--- config.mk ---
export PLATFORM = sky130hd
export DESIGN_NAME = cms_top
export DESIGN_NICKNAME = d
export VERILOG_FILES = /design/src/core/cms_pkg.sv /design/src/core/cms_top.sv
export SDC_FILE = /design/constraint.sdc
export NUM_CORES = 2
export LEC_CHECK = 0
export BUFFER_PORTS_ARGS = -buffer_cell sky130_fd_sc_hd__buf_2
export CORE_ASPECT_RATIO = 0.5
export CORE_MARGIN = 2
export CORE_UTILIZATION = 47
export CTS_CLUSTER_DIAMETER = 200
export CTS_CLUSTER_SIZE = 14
export DETAILED_ROUTE_END_ITERATION = 7
export SLEW_MARGIN = 25
export SYNTH_ARGS = -nofsm -noshare
export SYNTH_HDL_FRONTEND = slang
export SYNTH_SLANG_ARGS = --single-unit
--- constraint.sdc ---
create_clock -name aclk -period 12.41 [get_ports aclk]
set_clock_uncertainty 0.05 [all_clocks]
set_input_delay 2.482 -clock aclk [delete_from_list [all_inputs] [get_ports aclk]]
set_output_delay 2.482 -clock aclk [all_outputs]
set_load 0.05 [all_outputs]
--- src/core/cms_pkg.sv ---
// package for the command mode and sleep timing block
// assumes a 250 MHz aclk; all timers derive from a 1 ms tick
`default_nettype none
package cms_pkg;
    // clock and tick derivation
    localparam int CLK_MHZ        = 250;
    localparam int TICK_MS_NS     = 1000000;
    localparam int CLK_PERIOD_NS  = 4;
    localparam int TICK_CYCLES    = TICK_MS_NS / CLK_PERIOD_NS;
    localparam int TICKS_PER_10MS = 10;
    localparam int TICKS_PER_100MS = 100;
    // register byte offsets
    localparam logic [7:0] OFS_CTRL      = 8'h00;
    localparam logic [7:0] OFS_CMD_TO    = 8'h04;
    localparam logic [7:0] OFS_GUARD     = 8'h08;
    localparam logic [7:0] OFS_ESC_CHAR  = 8'h0C;
    localparam logic [7:0] OFS_SLEEP_SEL = 8'h10;
    localparam logic [7:0] OFS_SLEEP_PER = 8'h14;
    localparam logic [7:0] OFS_SLEEP_OPT = 8'h18;
    localparam logic [7:0] OFS_HOST_WAKE = 8'h1C;
    localparam logic [7:0] OFS_WAKE_WIN  = 8'h20;
    localparam logic [7:0] OFS_ASSOC_TO  = 8'h24;
    localparam logic [7:0] OFS_STATUS    = 8'h28;
    localparam logic [7:0] OFS_LINK_MARG = 8'h2C;
    localparam logic [7:0] OFS_SUPPLY_MV = 8'h30;
    localparam logic [7:0] OFS_CFG_CODE  = 8'h34;
    // control bits
    localparam int CTRL_APPLY_BIT = 0;
    localparam int CTRL_EXIT_BIT  = 1;
    // reset values
    localparam logic [31:0] RST_CMD_TO    = 32'h0000_0064;
    localparam logic [31:0] RST_GUARD     = 32'h0000_03E8;
    localparam logic [31:0] RST_ESC_CHAR  = 32'h0000_002B;
    localparam logic [31:0] RST_SLEEP_SEL = 32'h0000_0000;
    localparam logic [31:0] RST_SLEEP_PER = 32'h0000_00C8;
    localparam logic [31:0] RST_SLEEP_OPT = 32'h0000_0100;
    localparam logic [31:0] RST_HOST_WAKE = 32'h0000_0000;
    localparam logic [31:0] RST_WAKE_WIN  = 32'h0000_07D0;
    localparam logic [31:0] RST_ASSOC_TO  = 32'h0000_2710;
    // sleep option bits
    localparam int OPT_KEEP_ASSOC_BIT = 6;
    localparam int OPT_NO_REFRESH_BIT = 8;
    localparam logic [31:0] OPT_MASK  = 32'h0000_01FF;
    // sleep select codes
    localparam logic [2:0] SEL_NONE       = 3'h0;
    localparam logic [2:0] SEL_PIN        = 3'h1;
    localparam logic [2:0] SEL_CYCLIC     = 3'h4;
    localparam logic [2:0] SEL_CYCLIC_PIN = 3'h5;
    localparam int ESC_COUNT = 3;
    // power states, one-hot
    typedef enum logic [3:0] {
        PWR_AWAKE  = 4'b0001,
        PWR_ASSOC  = 4'b0010,
        PWR_DRAIN  = 4'b0100,
        PWR_SLEEP  = 4'b1000
    } cms_pwr_t;
endpackage : cms_pkg
`default_nettype wire

--- src/core/cms_top.sv ---
// command mode entry/exit and sleep/wake timing, with AXI4-Lite registers
// assumes pin inputs are asynchronous; rx_valid is a same-clock one-cycle strobe, not synchronised
// Summary of operation
// - leave command mode after inactivity timeout
// - exit command leaves mode and applies settings
// - escape needs guard silence before and after
// - three copies of programmable escape character
// - sleep behaviour chosen from mode code
// - cyclic sleep lasts programmed period
// - option bit keeps association while asleep
// - option bit blocks wake timer restarts
// - host-wake delay gates serial output
// - received character stops host-wake delay
// - stay awake for wake window, refreshed by received characters
// - finish pending transfers before cyclic sleeping
// - wait for association done or association timeout before deep sleep
// - report link margin read-only
// - report supply millivolts read-only
// - report two-byte configuration code
// - written values queue until applied
`default_nettype none
module cms_top #(
    parameter int TICK_CYCLES = cms_pkg::TICK_CYCLES
) (
    // clock and reset
    input  wire logic        aclk,
    input  wire logic        aresetn,
    // axi4-lite write
    input  wire logic [7:0]  s_axi_awaddr,
    input  wire logic        s_axi_awvalid,
    output logic             s_axi_awready,
    input  wire logic [31:0] s_axi_wdata,
    input  wire logic [3:0]  s_axi_wstrb,
    input  wire logic        s_axi_wvalid,
    output logic             s_axi_wready,
    output logic [1:0]       s_axi_bresp,
    output logic             s_axi_bvalid,
    input  wire logic        s_axi_bready,
    // axi4-lite read
    input  wire logic [7:0]  s_axi_araddr,
    input  wire logic        s_axi_arvalid,
    output logic             s_axi_arready,
    output logic [31:0]      s_axi_rdata,
    output logic [1:0]       s_axi_rresp,
    output logic             s_axi_rvalid,
    input  wire logic        s_axi_rready,
    // serial side: received character strobe (same clock) and command events
    input  wire logic        rx_valid,
    input  wire logic [7:0]  rx_char,
    input  wire logic        cmd_valid,
    input  wire logic        cmd_exit,
    // external pins and status (asynchronous)
    input  wire logic        sleep_pin,
    input  wire logic        assoc_done,
    input  wire logic        xfer_pending,
    input  wire logic [7:0]  link_margin,
    input  wire logic [15:0] supply_mv,
    // block outputs
    output logic             cmd_mode,
    output logic             asleep,
    output logic             keep_assoc,
    output logic             host_tx_allow
);
    // millisecond tick prescaler
    logic [31:0] pre_reg;
    logic        tick_reg;
    always_ff @(posedge aclk)
    begin
        if (!aresetn) begin pre_reg <= '0; tick_reg <= 1'b0; end
        else begin
            tick_reg <= (pre_reg == 32'(TICK_CYCLES - 1));
            pre_reg  <= (pre_reg == 32'(TICK_CYCLES - 1)) ? '0 : pre_reg + 32'h1;
        end
    end

    // two-flop synchronisers for pins
    logic [2:0] s1_reg, s2_reg;
    always_ff @(posedge aclk)
    begin
        if (!aresetn) begin s1_reg <= '0; s2_reg <= '0; end
        else begin
            s1_reg <= {xfer_pending, assoc_done, sleep_pin};
            s2_reg <= s1_reg;
        end
    end
    wire pin_sleep_s = s2_reg[0];
    wire assoc_s     = s2_reg[1];
    wire pend_s      = s2_reg[2];

    // queued and active settings
    logic [31:0] q_reg [9];
    logic [31:0] a_reg [9];
    logic        apply_pulse;
    logic        exit_pulse;
    localparam logic [31:0] RSTV [9] = '{cms_pkg::RST_CMD_TO, cms_pkg::RST_GUARD,
        cms_pkg::RST_ESC_CHAR, cms_pkg::RST_SLEEP_SEL, cms_pkg::RST_SLEEP_PER,
        cms_pkg::RST_SLEEP_OPT, cms_pkg::RST_HOST_WAKE, cms_pkg::RST_WAKE_WIN,
        cms_pkg::RST_ASSOC_TO};

    // axi write path: address and data accepted in either order
    logic        aw_got_reg, w_got_reg;
    logic [7:0]  aw_reg;
    logic [31:0] wd_reg;
    logic [3:0]  ws_reg;
    wire         wr_go  = aw_got_reg && w_got_reg && !s_axi_bvalid;
    wire  [3:0]  wr_idx = aw_reg[5:2];
    wire         wr_cfg = (aw_reg[7:6] == 2'b00) && aw_reg[5:2] >= 4'd1 && aw_reg[5:2] <= 4'd9;
    wire         wr_ctl = (aw_reg == cms_pkg::OFS_CTRL);
    wire         wr_ok  = wr_cfg || wr_ctl;
    wire  [31:0] wmask  = {{8{ws_reg[3]}}, {8{ws_reg[2]}}, {8{ws_reg[1]}}, {8{ws_reg[0]}}};
    assign apply_pulse = wr_go && wr_ctl && wd_reg[cms_pkg::CTRL_APPLY_BIT] && ws_reg[0];
    always_ff @(posedge aclk)
    begin
        if (!aresetn)
        begin
            aw_got_reg <= 1'b0; w_got_reg <= 1'b0; aw_reg <= '0; wd_reg <= '0; ws_reg <= '0;
            s_axi_awready <= 1'b0; s_axi_wready <= 1'b0;
            s_axi_bvalid <= 1'b0; s_axi_bresp <= 2'b00;
        end
        else
        begin
            s_axi_awready <= !aw_got_reg && !s_axi_awready && s_axi_awvalid;
            s_axi_wready  <= !w_got_reg && !s_axi_wready && s_axi_wvalid;
            if (s_axi_awvalid && s_axi_awready) begin aw_got_reg <= 1'b1; aw_reg <= s_axi_awaddr; end
            if (s_axi_wvalid && s_axi_wready)
            begin
                w_got_reg <= 1'b1; wd_reg <= s_axi_wdata; ws_reg <= s_axi_wstrb;
            end
            if (wr_go)
            begin
                aw_got_reg <= 1'b0; w_got_reg <= 1'b0;
                s_axi_bvalid <= 1'b1; s_axi_bresp <= wr_ok ? 2'b00 : 2'b10;
            end
            else if (s_axi_bready) s_axi_bvalid <= 1'b0;
        end
    end

    // queued copies take writes; active copies change only on apply, exit command or inactivity timeout
    for (genvar i = 0; i < 9; i++)
    begin : g_cfg
        always_ff @(posedge aclk)
        begin
            if (!aresetn) begin q_reg[i] <= RSTV[i]; a_reg[i] <= RSTV[i]; end
            else
            begin
                if (wr_go && wr_cfg && wr_idx == 4'(i + 1))
                    q_reg[i] <= (q_reg[i] & ~wmask) | (wd_reg & wmask);
                if (apply_pulse || exit_pulse)
                    a_reg[i] <= q_reg[i];
            end
        end
    end
    wire [31:0] cmd_to    = a_reg[0];
    wire [31:0] guard     = a_reg[1];
    wire [7:0]  esc_char  = a_reg[2][7:0];
    wire [2:0]  sel       = a_reg[3][2:0];
    wire [31:0] sleep_per = a_reg[4];
    wire [31:0] opts      = a_reg[5] & cms_pkg::OPT_MASK;
    wire [15:0] wh_ms     = a_reg[6][15:0];
    wire [31:0] wake_win  = a_reg[7];
    wire [31:0] assoc_to  = a_reg[8];

    // escape detection: silence, three escapes, silence
    logic [31:0] quiet_reg;
    logic [1:0]  esc_n_reg;
    logic        armed_reg;
    wire         quiet_ok = (quiet_reg >= guard);
    wire         is_esc   = rx_valid && rx_char == esc_char;
    wire         enter    = !cmd_mode && esc_n_reg == 2'(cms_pkg::ESC_COUNT) && quiet_ok && tick_reg;
    always_ff @(posedge aclk)
    begin
        if (!aresetn) begin quiet_reg <= '0; esc_n_reg <= '0; armed_reg <= 1'b0; end
        else if (rx_valid)
        begin
            quiet_reg <= '0;
            if (is_esc && esc_n_reg < 2'(cms_pkg::ESC_COUNT) && (armed_reg ? 1'b1 : quiet_ok))
            begin
                esc_n_reg <= esc_n_reg + 2'h1; armed_reg <= 1'b1;
            end
            else
            begin
                esc_n_reg <= '0; armed_reg <= 1'b0;
            end
        end
        else
        begin
            if (tick_reg && !quiet_ok) quiet_reg <= quiet_reg + 32'h1;
            if (enter) begin esc_n_reg <= '0; armed_reg <= 1'b0; end
        end
    end

    // command mode with inactivity timeout in 100 ms ticks
    logic [31:0] idle_ms_reg;
    wire         idle_out = (idle_ms_reg >= cmd_to * cms_pkg::TICKS_PER_100MS);
    assign exit_pulse = cmd_mode && (cmd_exit || idle_out);
    always_ff @(posedge aclk)
    begin
        if (!aresetn) begin cmd_mode <= 1'b0; idle_ms_reg <= '0; end
        else if (enter) begin cmd_mode <= 1'b1; idle_ms_reg <= '0; end
        else if (exit_pulse) cmd_mode <= 1'b0;
        else if (cmd_valid) idle_ms_reg <= '0;
        else if (tick_reg) idle_ms_reg <= idle_ms_reg + 32'h1;
    end

    // sleep sequencer
    cms_pkg::cms_pwr_t st_reg;
    logic [31:0] tmr_reg;
    logic [15:0] wh_reg;
    wire cyc = (sel == cms_pkg::SEL_CYCLIC) || (sel == cms_pkg::SEL_CYCLIC_PIN);
    wire pin = (sel == cms_pkg::SEL_PIN);
    wire refresh_ok = !opts[cms_pkg::OPT_NO_REFRESH_BIT] && rx_valid;
    always_ff @(posedge aclk)
    begin
        if (!aresetn) begin st_reg <= cms_pkg::PWR_AWAKE; tmr_reg <= '0; end
        else
        begin
            unique case (st_reg)
                cms_pkg::PWR_AWAKE:
                begin
                    if (refresh_ok) tmr_reg <= '0;
                    else if (tick_reg) tmr_reg <= tmr_reg + 32'h1;
                    if (pin && pin_sleep_s) st_reg <= cms_pkg::PWR_SLEEP;
                    else if (cyc && tmr_reg >= wake_win)
                    begin
                        st_reg <= cms_pkg::PWR_ASSOC; tmr_reg <= '0;
                    end
                end
                cms_pkg::PWR_ASSOC:
                begin
                    if (tick_reg) tmr_reg <= tmr_reg + 32'h1;
                    if (assoc_s || tmr_reg >= assoc_to) st_reg <= cms_pkg::PWR_DRAIN;
                end
                cms_pkg::PWR_DRAIN:
                begin
                    tmr_reg <= '0;
                    if (!pend_s) st_reg <= cms_pkg::PWR_SLEEP;
                end
                cms_pkg::PWR_SLEEP:
                begin
                    if (tick_reg) tmr_reg <= tmr_reg + 32'h1;
                    if ((pin && !pin_sleep_s) || (sel == cms_pkg::SEL_CYCLIC_PIN && pin_sleep_s)
                        || (cyc && tmr_reg >= sleep_per * cms_pkg::TICKS_PER_10MS)
                        || (!pin && !cyc))
                    begin
                        st_reg <= cms_pkg::PWR_AWAKE; tmr_reg <= '0;
                    end
                end
            endcase
        end
    end

    // host-wake delay and drive outputs
    always_ff @(posedge aclk)
    begin
        if (!aresetn)
        begin
            wh_reg <= '0; asleep <= 1'b0; keep_assoc <= 1'b0; host_tx_allow <= 1'b1;
        end
        else
        begin
            asleep     <= (st_reg == cms_pkg::PWR_SLEEP);
            keep_assoc <= (st_reg == cms_pkg::PWR_SLEEP) && opts[cms_pkg::OPT_KEEP_ASSOC_BIT];
            if (st_reg == cms_pkg::PWR_SLEEP) wh_reg <= wh_ms;
            else if (rx_valid) wh_reg <= '0;
            else if (tick_reg && wh_reg != 16'h0) wh_reg <= wh_reg - 16'h1;
            host_tx_allow <= (st_reg != cms_pkg::PWR_SLEEP) && (wh_reg == 16'h0);
        end
    end

    // read path
    wire [15:0] cfg_code = a_reg[0][7:0] ^ {a_reg[2][7:0], a_reg[1][7:0]} ^ a_reg[5][15:0]
                           ^ {a_reg[3][7:0], a_reg[6][7:0]};
    logic [31:0] rd_val;
    logic        rd_ok;
    always_comb
    begin
        rd_ok = 1'b1;
        rd_val = '0;
        unique case (s_axi_araddr)
            cms_pkg::OFS_CTRL:      rd_val = '0;
            cms_pkg::OFS_STATUS:    rd_val = {27'h0, st_reg == cms_pkg::PWR_SLEEP, cmd_mode,
                                              esc_n_reg, armed_reg};
            cms_pkg::OFS_LINK_MARG: rd_val = {24'h0, link_margin};
            cms_pkg::OFS_SUPPLY_MV: rd_val = {16'h0, supply_mv};
            cms_pkg::OFS_CFG_CODE:  rd_val = {16'h0, cfg_code};
            default:
                if (s_axi_araddr[7:6] == 2'b00 && s_axi_araddr[5:2] >= 4'd1
                    && s_axi_araddr[5:2] <= 4'd9 && s_axi_araddr[1:0] == 2'b00)
                    rd_val = q_reg[s_axi_araddr[5:2] - 4'd1];
                else rd_ok = 1'b0;
        endcase
    end
    always_ff @(posedge aclk)
    begin
        if (!aresetn)
        begin
            s_axi_arready <= 1'b0; s_axi_rvalid <= 1'b0; s_axi_rdata <= '0; s_axi_rresp <= 2'b00;
        end
        else
        begin
            s_axi_arready <= !s_axi_arready && !s_axi_rvalid && s_axi_arvalid;
            if (s_axi_arvalid && s_axi_arready)
            begin
                s_axi_rvalid <= 1'b1; s_axi_rdata <= rd_val;
                s_axi_rresp <= rd_ok ? 2'b00 : 2'b10;
            end
            else if (s_axi_rready) s_axi_rvalid <= 1'b0;
        end
    end

    // checks
    property p_exit_applies;
        @(posedge aclk) disable iff (!aresetn)
        (cmd_mode && cmd_exit) |=> (!cmd_mode && a_reg[0] == $past(q_reg[0]));
    endproperty
    a_exit_applies: assert property (p_exit_applies) else $error("exit did not apply");
    property p_timeout;
        @(posedge aclk) disable iff (!aresetn)
        (cmd_mode && idle_out) |=> !cmd_mode;
    endproperty
    a_timeout: assert property (p_timeout) else $error("timeout ignored");
    property p_abort;
        @(posedge aclk) disable iff (!aresetn)
        (rx_valid && !is_esc) |=> (esc_n_reg == 2'h0);
    endproperty
    a_abort: assert property (p_abort) else $error("escape not aborted");
    property p_entry_guard;
        @(posedge aclk) disable iff (!aresetn)
        $rose(cmd_mode) |-> $past(quiet_reg) >= $past(guard);
    endproperty
    a_entry_guard: assert property (p_entry_guard) else $error("entry without guard");
    property p_wh_stop;
        @(posedge aclk) disable iff (!aresetn)
        (rx_valid && st_reg != cms_pkg::PWR_SLEEP) |=> (wh_reg == 16'h0);
    endproperty
    a_wh_stop: assert property (p_wh_stop) else $error("wake delay not stopped");
    property p_drain;
        @(posedge aclk) disable iff (!aresetn)
        (st_reg == cms_pkg::PWR_DRAIN && pend_s) |=> st_reg != cms_pkg::PWR_SLEEP;
    endproperty
    a_drain: assert property (p_drain) else $error("slept with pending data");
    property p_nosleep;
        @(posedge aclk) disable iff (!aresetn)
        (sel == cms_pkg::SEL_NONE && st_reg == cms_pkg::PWR_AWAKE) |=> st_reg == cms_pkg::PWR_AWAKE;
    endproperty
    a_nosleep: assert property (p_nosleep) else $error("slept in no-sleep mode");
    property p_queue;
        @(posedge aclk) disable iff (!aresetn)
        !(apply_pulse || exit_pulse) |=> $stable(a_reg[4]);
    endproperty
    a_queue: assert property (p_queue) else $error("active changed unapplied");
endmodule // cms_top
`default_nettype wire

* Word level (Yosys, flattened, before mapping) *
Memories as Yosys holds them, arrays and structs flattened.
Cells that the tools add are included.

operators by class
  $add $sub $neg = 7
  $mul = 2
  $lt $le $gt $ge = 10
  equal/unequal tests = 28
  multiplexer cells = 85
  bitwise operators = 43
  reductions and logical operators = 88

operator list
  kind                                                number
  2-to-1 mux 32 bit                                   26
  AND 32 bit                                          10
  OR 32 bit                                           9
  greater-or-equal comparator 32 bit                  5
  one-hot mux 32 bit (5 select lines)                 1
  adder 32 x 1 -> 32 bit, second input constant       4
  one-hot mux 32 bit (4 select lines)                 1
  2-to-1 mux 16 bit                                   3
  logical AND 1 bit                                   47
  2-to-1 mux 1 bit                                    43
  == test 32 x 18 -> 1 bit, second input constant     1
  == test 8 x 6 -> 1 bit, second input constant       4
  multiplier 32 x 3 -> 31 bit, second input constant  1
  multiplier 32 x 5 -> 30 bit, second input constant  1
  NOT 32 bit                                          1
  XOR 16 bit                                          2
  == test 4 x 3 -> 1 bit, second input constant       5
  2-to-1 mux 4 bit                                    5
  OR 1 bit                                            18
  logical NOT 16 bit                                  1
  logical NOT 8 bit                                   2
  one-hot mux 4 bit (4 select lines)                  1
  nonzero test 16 bit                                 1
  subtractor 16 x 1 -> 16 bit, second input constant  1
  other kinds (27)                                    70

storage, ports and cells
  register bits = 249
  RAM bits = 576
  input bits = 97
  output and inout port bits = 45
  word-level logic and storage cells = 293
  memories kept = 2

memories
  memory  depth  width  rd ports  clocked after memory_dff  write ports  line           text
  a_reg   9      32     9         0                         9            cms_top.sv:92  logic [31:0] a_reg [9];
  q_reg   9      32     10        0                         9            cms_top.sv:91  logic [31:0] q_reg [9];

* Longest topological paths before layout *
  depth after elaboration = 10
  depth in mapped cells = 25
  mapped depth without buffers = 23

* Worst setup path after synthesis *
Ideal clock, no wire load.

  path type = reg-to-reg
  start = memory a_reg[0][7]
  end = memory a_reg[0][0], enable pin
  setup time = 2.112 ns
  data arrival time = 9.279 ns
  data required time = 10.248 ns
  setup slack = 0.968 ns
  stages on the path, launching flop included = 21
  buffers on the path = 0
  period minus slack after synthesis = 11.442 ns
  cells stage by stage = edfxtp_1 ha_1 ha_1 inv_1 fa_1 inv_1 ha_1 a2111oi_0 o21ai_0 a21oi_1 a21oi_1 o21ai_0 o2111ai_1 a21oi_1 xor2_1 ha_1 a21o_1 a2111oi_2 o22ai_1 nor2_1 nand3b_1

RTL lines
  item                line
  start: declaration  cms_top.sv:92

==> results.toml <==
[detailed_routing]
wl_per_cell_um = 22.8
postRouteWirelength_um = 120000
dr.first_iter.drc_count = 3248
ant_nets = 0
dr.pass1.iters = 6
drc = 0
num_vias = 30300
via_per_inst = 5.74

[floorplan]
die_x_um = 425
die_area_um2 = 91200
initial_core_util = 0.473
die_y_um = 215
rows = 77
core_um2 = 88100
num_io_pins = 142

[pwr]
combPwrFrac = 0.106
sw_frac_of_total = 0.262
p_per_area_nw_per_um2 = 113
p_seq_frac = 0.535
clkPwrFrac = 0.359
ir_worst_vdd_v = 0.000112
p_int_mw = 3.79
leakagePower_nw = 17.8
finalPower_mw = 5.13
p_switching_mw = 1.34

[grt]
gr-total-overflow = 0
grt_pass1_wl_um = 182000
antenna_found_initial = 4
grt_max_degree = 153
grt_pass1_vias = 29000
track_usage = 0.261

[setup_path]
worst_ep_required_time_ns = 12.66
arrival_ns = 8.19
cp_max_fo = 152
start_kind = "flop"
endpoint_kind = "flop"
worst-setup-path-type = "reg2reg"
critPathLaunch = "a_reg[0][7]"
reg2reg_from = "a_reg[0][7]"

[clocking]
cts_sinks = 740
cts_setup_buffers = 0
clkTransAtPathRegs_ns = 0.07
numCtsBuffers = 58
root_buffer = "clkbuf_16"
clk_latency_ns = 0.68
htree_num_levels = 2
holdBufCountCts = 0
cts_buffer_depth = 3
post_cts_resize_count = 0
cts_tree = "yes"

[place]
hpwl_um = 85600
place.gp.congestion = 0.894
portBuffers = 139

[synth]
syn-instance-count = 3984
synth_cell_type_count = 88
ys_async_sr_fraction = 0
synth_top_area_share = 0.355
synth_top_area_cell = "edfxtp_1"
synth_area_um2 = 41700
synth.area.top_cells = "edfxtp_1 (36%), dfxtp_1 (12%), ha_1 (9.0%)"
synth_edf_count = 493
yosys_warnings = 0
synth_ff_type = "edfxtp_1"
avgSynthCellArea_um2 = 10.5
yosys_register_bits = 740
ys_seq_area_frac = 0.474

[timing]
finalSetupTns_ns = 0
slew_headroom = 0.273
fin_crit_sh = 0.640
worst_hold_slack_ns = 0.399
setup_viol = 0
max_freq_mhz = 126
rsz0062_at_grt = "no"
tightestPinTransition_ns = 1.09
slew_viol_final = 0
min_period_ns = 7.94
hold_viol = 0

[hold_path]
hp-start = "aw_got_reg"
hold_path.class = "reg2reg"

[cells_and_area]
final_util = 0.515
largest_reg_flops = 288
area_delta_synth_final_pct = 8.72
drive_gt1_frac = 0.0898
finalNetCount = 4463

[job]
drv_cap = 0

[run_status]
status = "finished, final reports clean"
## layer usage
layer	GRT usage	vias to the layer above	part of all wire
li1	-	14200	-
met1	0.384	14900	0.46
met2	0.414	998	0.45
met3	0.0327	120	0.069
met4	0.0560	0	0.021
met5	0	-	0
## path summary, 6_finish.rpt
check        slack [ns]  cells past startpoint            end
max                4.47                     25   a_reg[4][25]
min                0.40                      1  s_axi_awready
max reg2reg        4.47                     25   a_reg[4][25]
min reg2reg        0.40                      1  s_axi_awready
## layout by cell type, fill, tap and decap left out, types with 58 or more instances in the layout
| cell type | count |
|---|---|
| clkbuf_16 | 58 |
| nand2_1 | 240 |
| edfxtp_1 | 493 |
| xor2_1 | 82 |
| inv_1 | 258 |
| dfxtp_1 | 243 |
| and2_1 | 201 |
| a21oi_1 | 388 |
| nand2b_1 | 331 |
| xnor2_1 | 145 |
| ha_1 | 299 |
| mux4_2 | 64 |
| o21ai_0 | 86 |
| nand3_1 | 105 |
| buf_2 | 137 |
| nor2_1 | 218 |
## cells by family (layout without fill, tap and decap cells)
family | after synthesis | after routing | share of synthesized area
simple gates | 1377 | 1377 | 0.179
compound gates | 767 | 767 | 0.112
flops | 740 | 740 | 0.474
buf+inv | 444 | 548 | 0.0418
fa+ha+maj | 325 | 325 | 0.102
xor+xnor | 229 | 229 | 0.0481
mux | 101 | 101 | 0.0435
other cells | 1 | 3 | 0.0000900
## power groups by stage
stage               clock network (mW)  logic, mW  registers [mW]
global placement                     0      0.534            2.79
CTS                               1.87      0.547            2.74
detailed placement                   0      0.543            2.80
finish                            1.84      0.546            2.74
floorplan                            0      0.374            2.79
global route                      1.96      0.601            2.75
## stage by stage
step	worst slack, ns	std cells	cell area (um2)
3_3_place_gp	4.61	5166	43600
5_1_grt	4.02	5274	45300
3_5_place_dp	4.54	5166	43600
4_1_cts	4.50	5274	45300
2_1_floorplan	0.968	3985	41700
6_report	4.47	5275	45300
## layout make-up
type                    instances  area [um2]
diodes                          1        2.50
clock buffers                 105        1640
clock inverters                 3        58.8
fillers                      7938       42700
inverters                     258         968
multi-input cells            2801       20400
flip-flops and latches        740       19800
well taps                    1185        1480
repair buffers                182        1040
## worst max-delay path, cell delays in order (launching register included)
cell       delay (ns)
edfxtp_1         0.45
ha_1             0.33
ha_1             0.28
inv_1            0.05
fa_1             0.50
inv_1            0.04
ha_1             0.37
a2111oi_0        0.42
o21ai_0          0.15
a21oi_1          0.31
a21oi_1          0.19
o21ai_0          0.38
o2111ai_1        0.18
a21oi_1          0.20
xor2_1           0.09
ha_1             0.30
nand3_1          0.09
nor3_1           0.34
nand2_1          0.15
a311o_1          0.36
a41oi_2          0.15
buf_4            0.33
nor2_1           0.19
nand3b_1         0.12
buf_4            0.62
buf_12           0.71
## Yosys cell counts (9+ instances only)
| cell | count |
|---|---|
| edfxtp_1 | 493 |
| a21oi_1 | 388 |
| nand2b_1 | 331 |
| ha_1 | 300 |
| inv_1 | 258 |
| dfxtp_1 | 247 |
| nand2_1 | 242 |
| nor2_1 | 218 |
| and2_1 | 201 |
| xnor2_1 | 146 |
| clkbuf_1 | 141 |
| nand3_1 | 109 |
| o21ai_0 | 94 |
| xor2_1 | 83 |
| mux4_2 | 64 |
| a21boi_0 | 51 |
| nand4_1 | 51 |
| a21o_1 | 48 |
| nor3_1 | 46 |
| and3_1 | 39 |
| mux2i_1 | 36 |
| nor2b_1 | 36 |
| buf_2 | 34 |
| a22oi_1 | 32 |
| nor4_1 | 28 |
| o211ai_1 | 27 |
| fa_1 | 25 |
| a211oi_1 | 15 |
| and4_1 | 15 |
| a31oi_1 | 13 |
| o21a_1 | 11 |
| a2111oi_0 | 10 |
| or2_2 | 10 |
| a221oi_1 | 9 |
| o21bai_1 | 9 |
(Power assumes the default switching activity.)
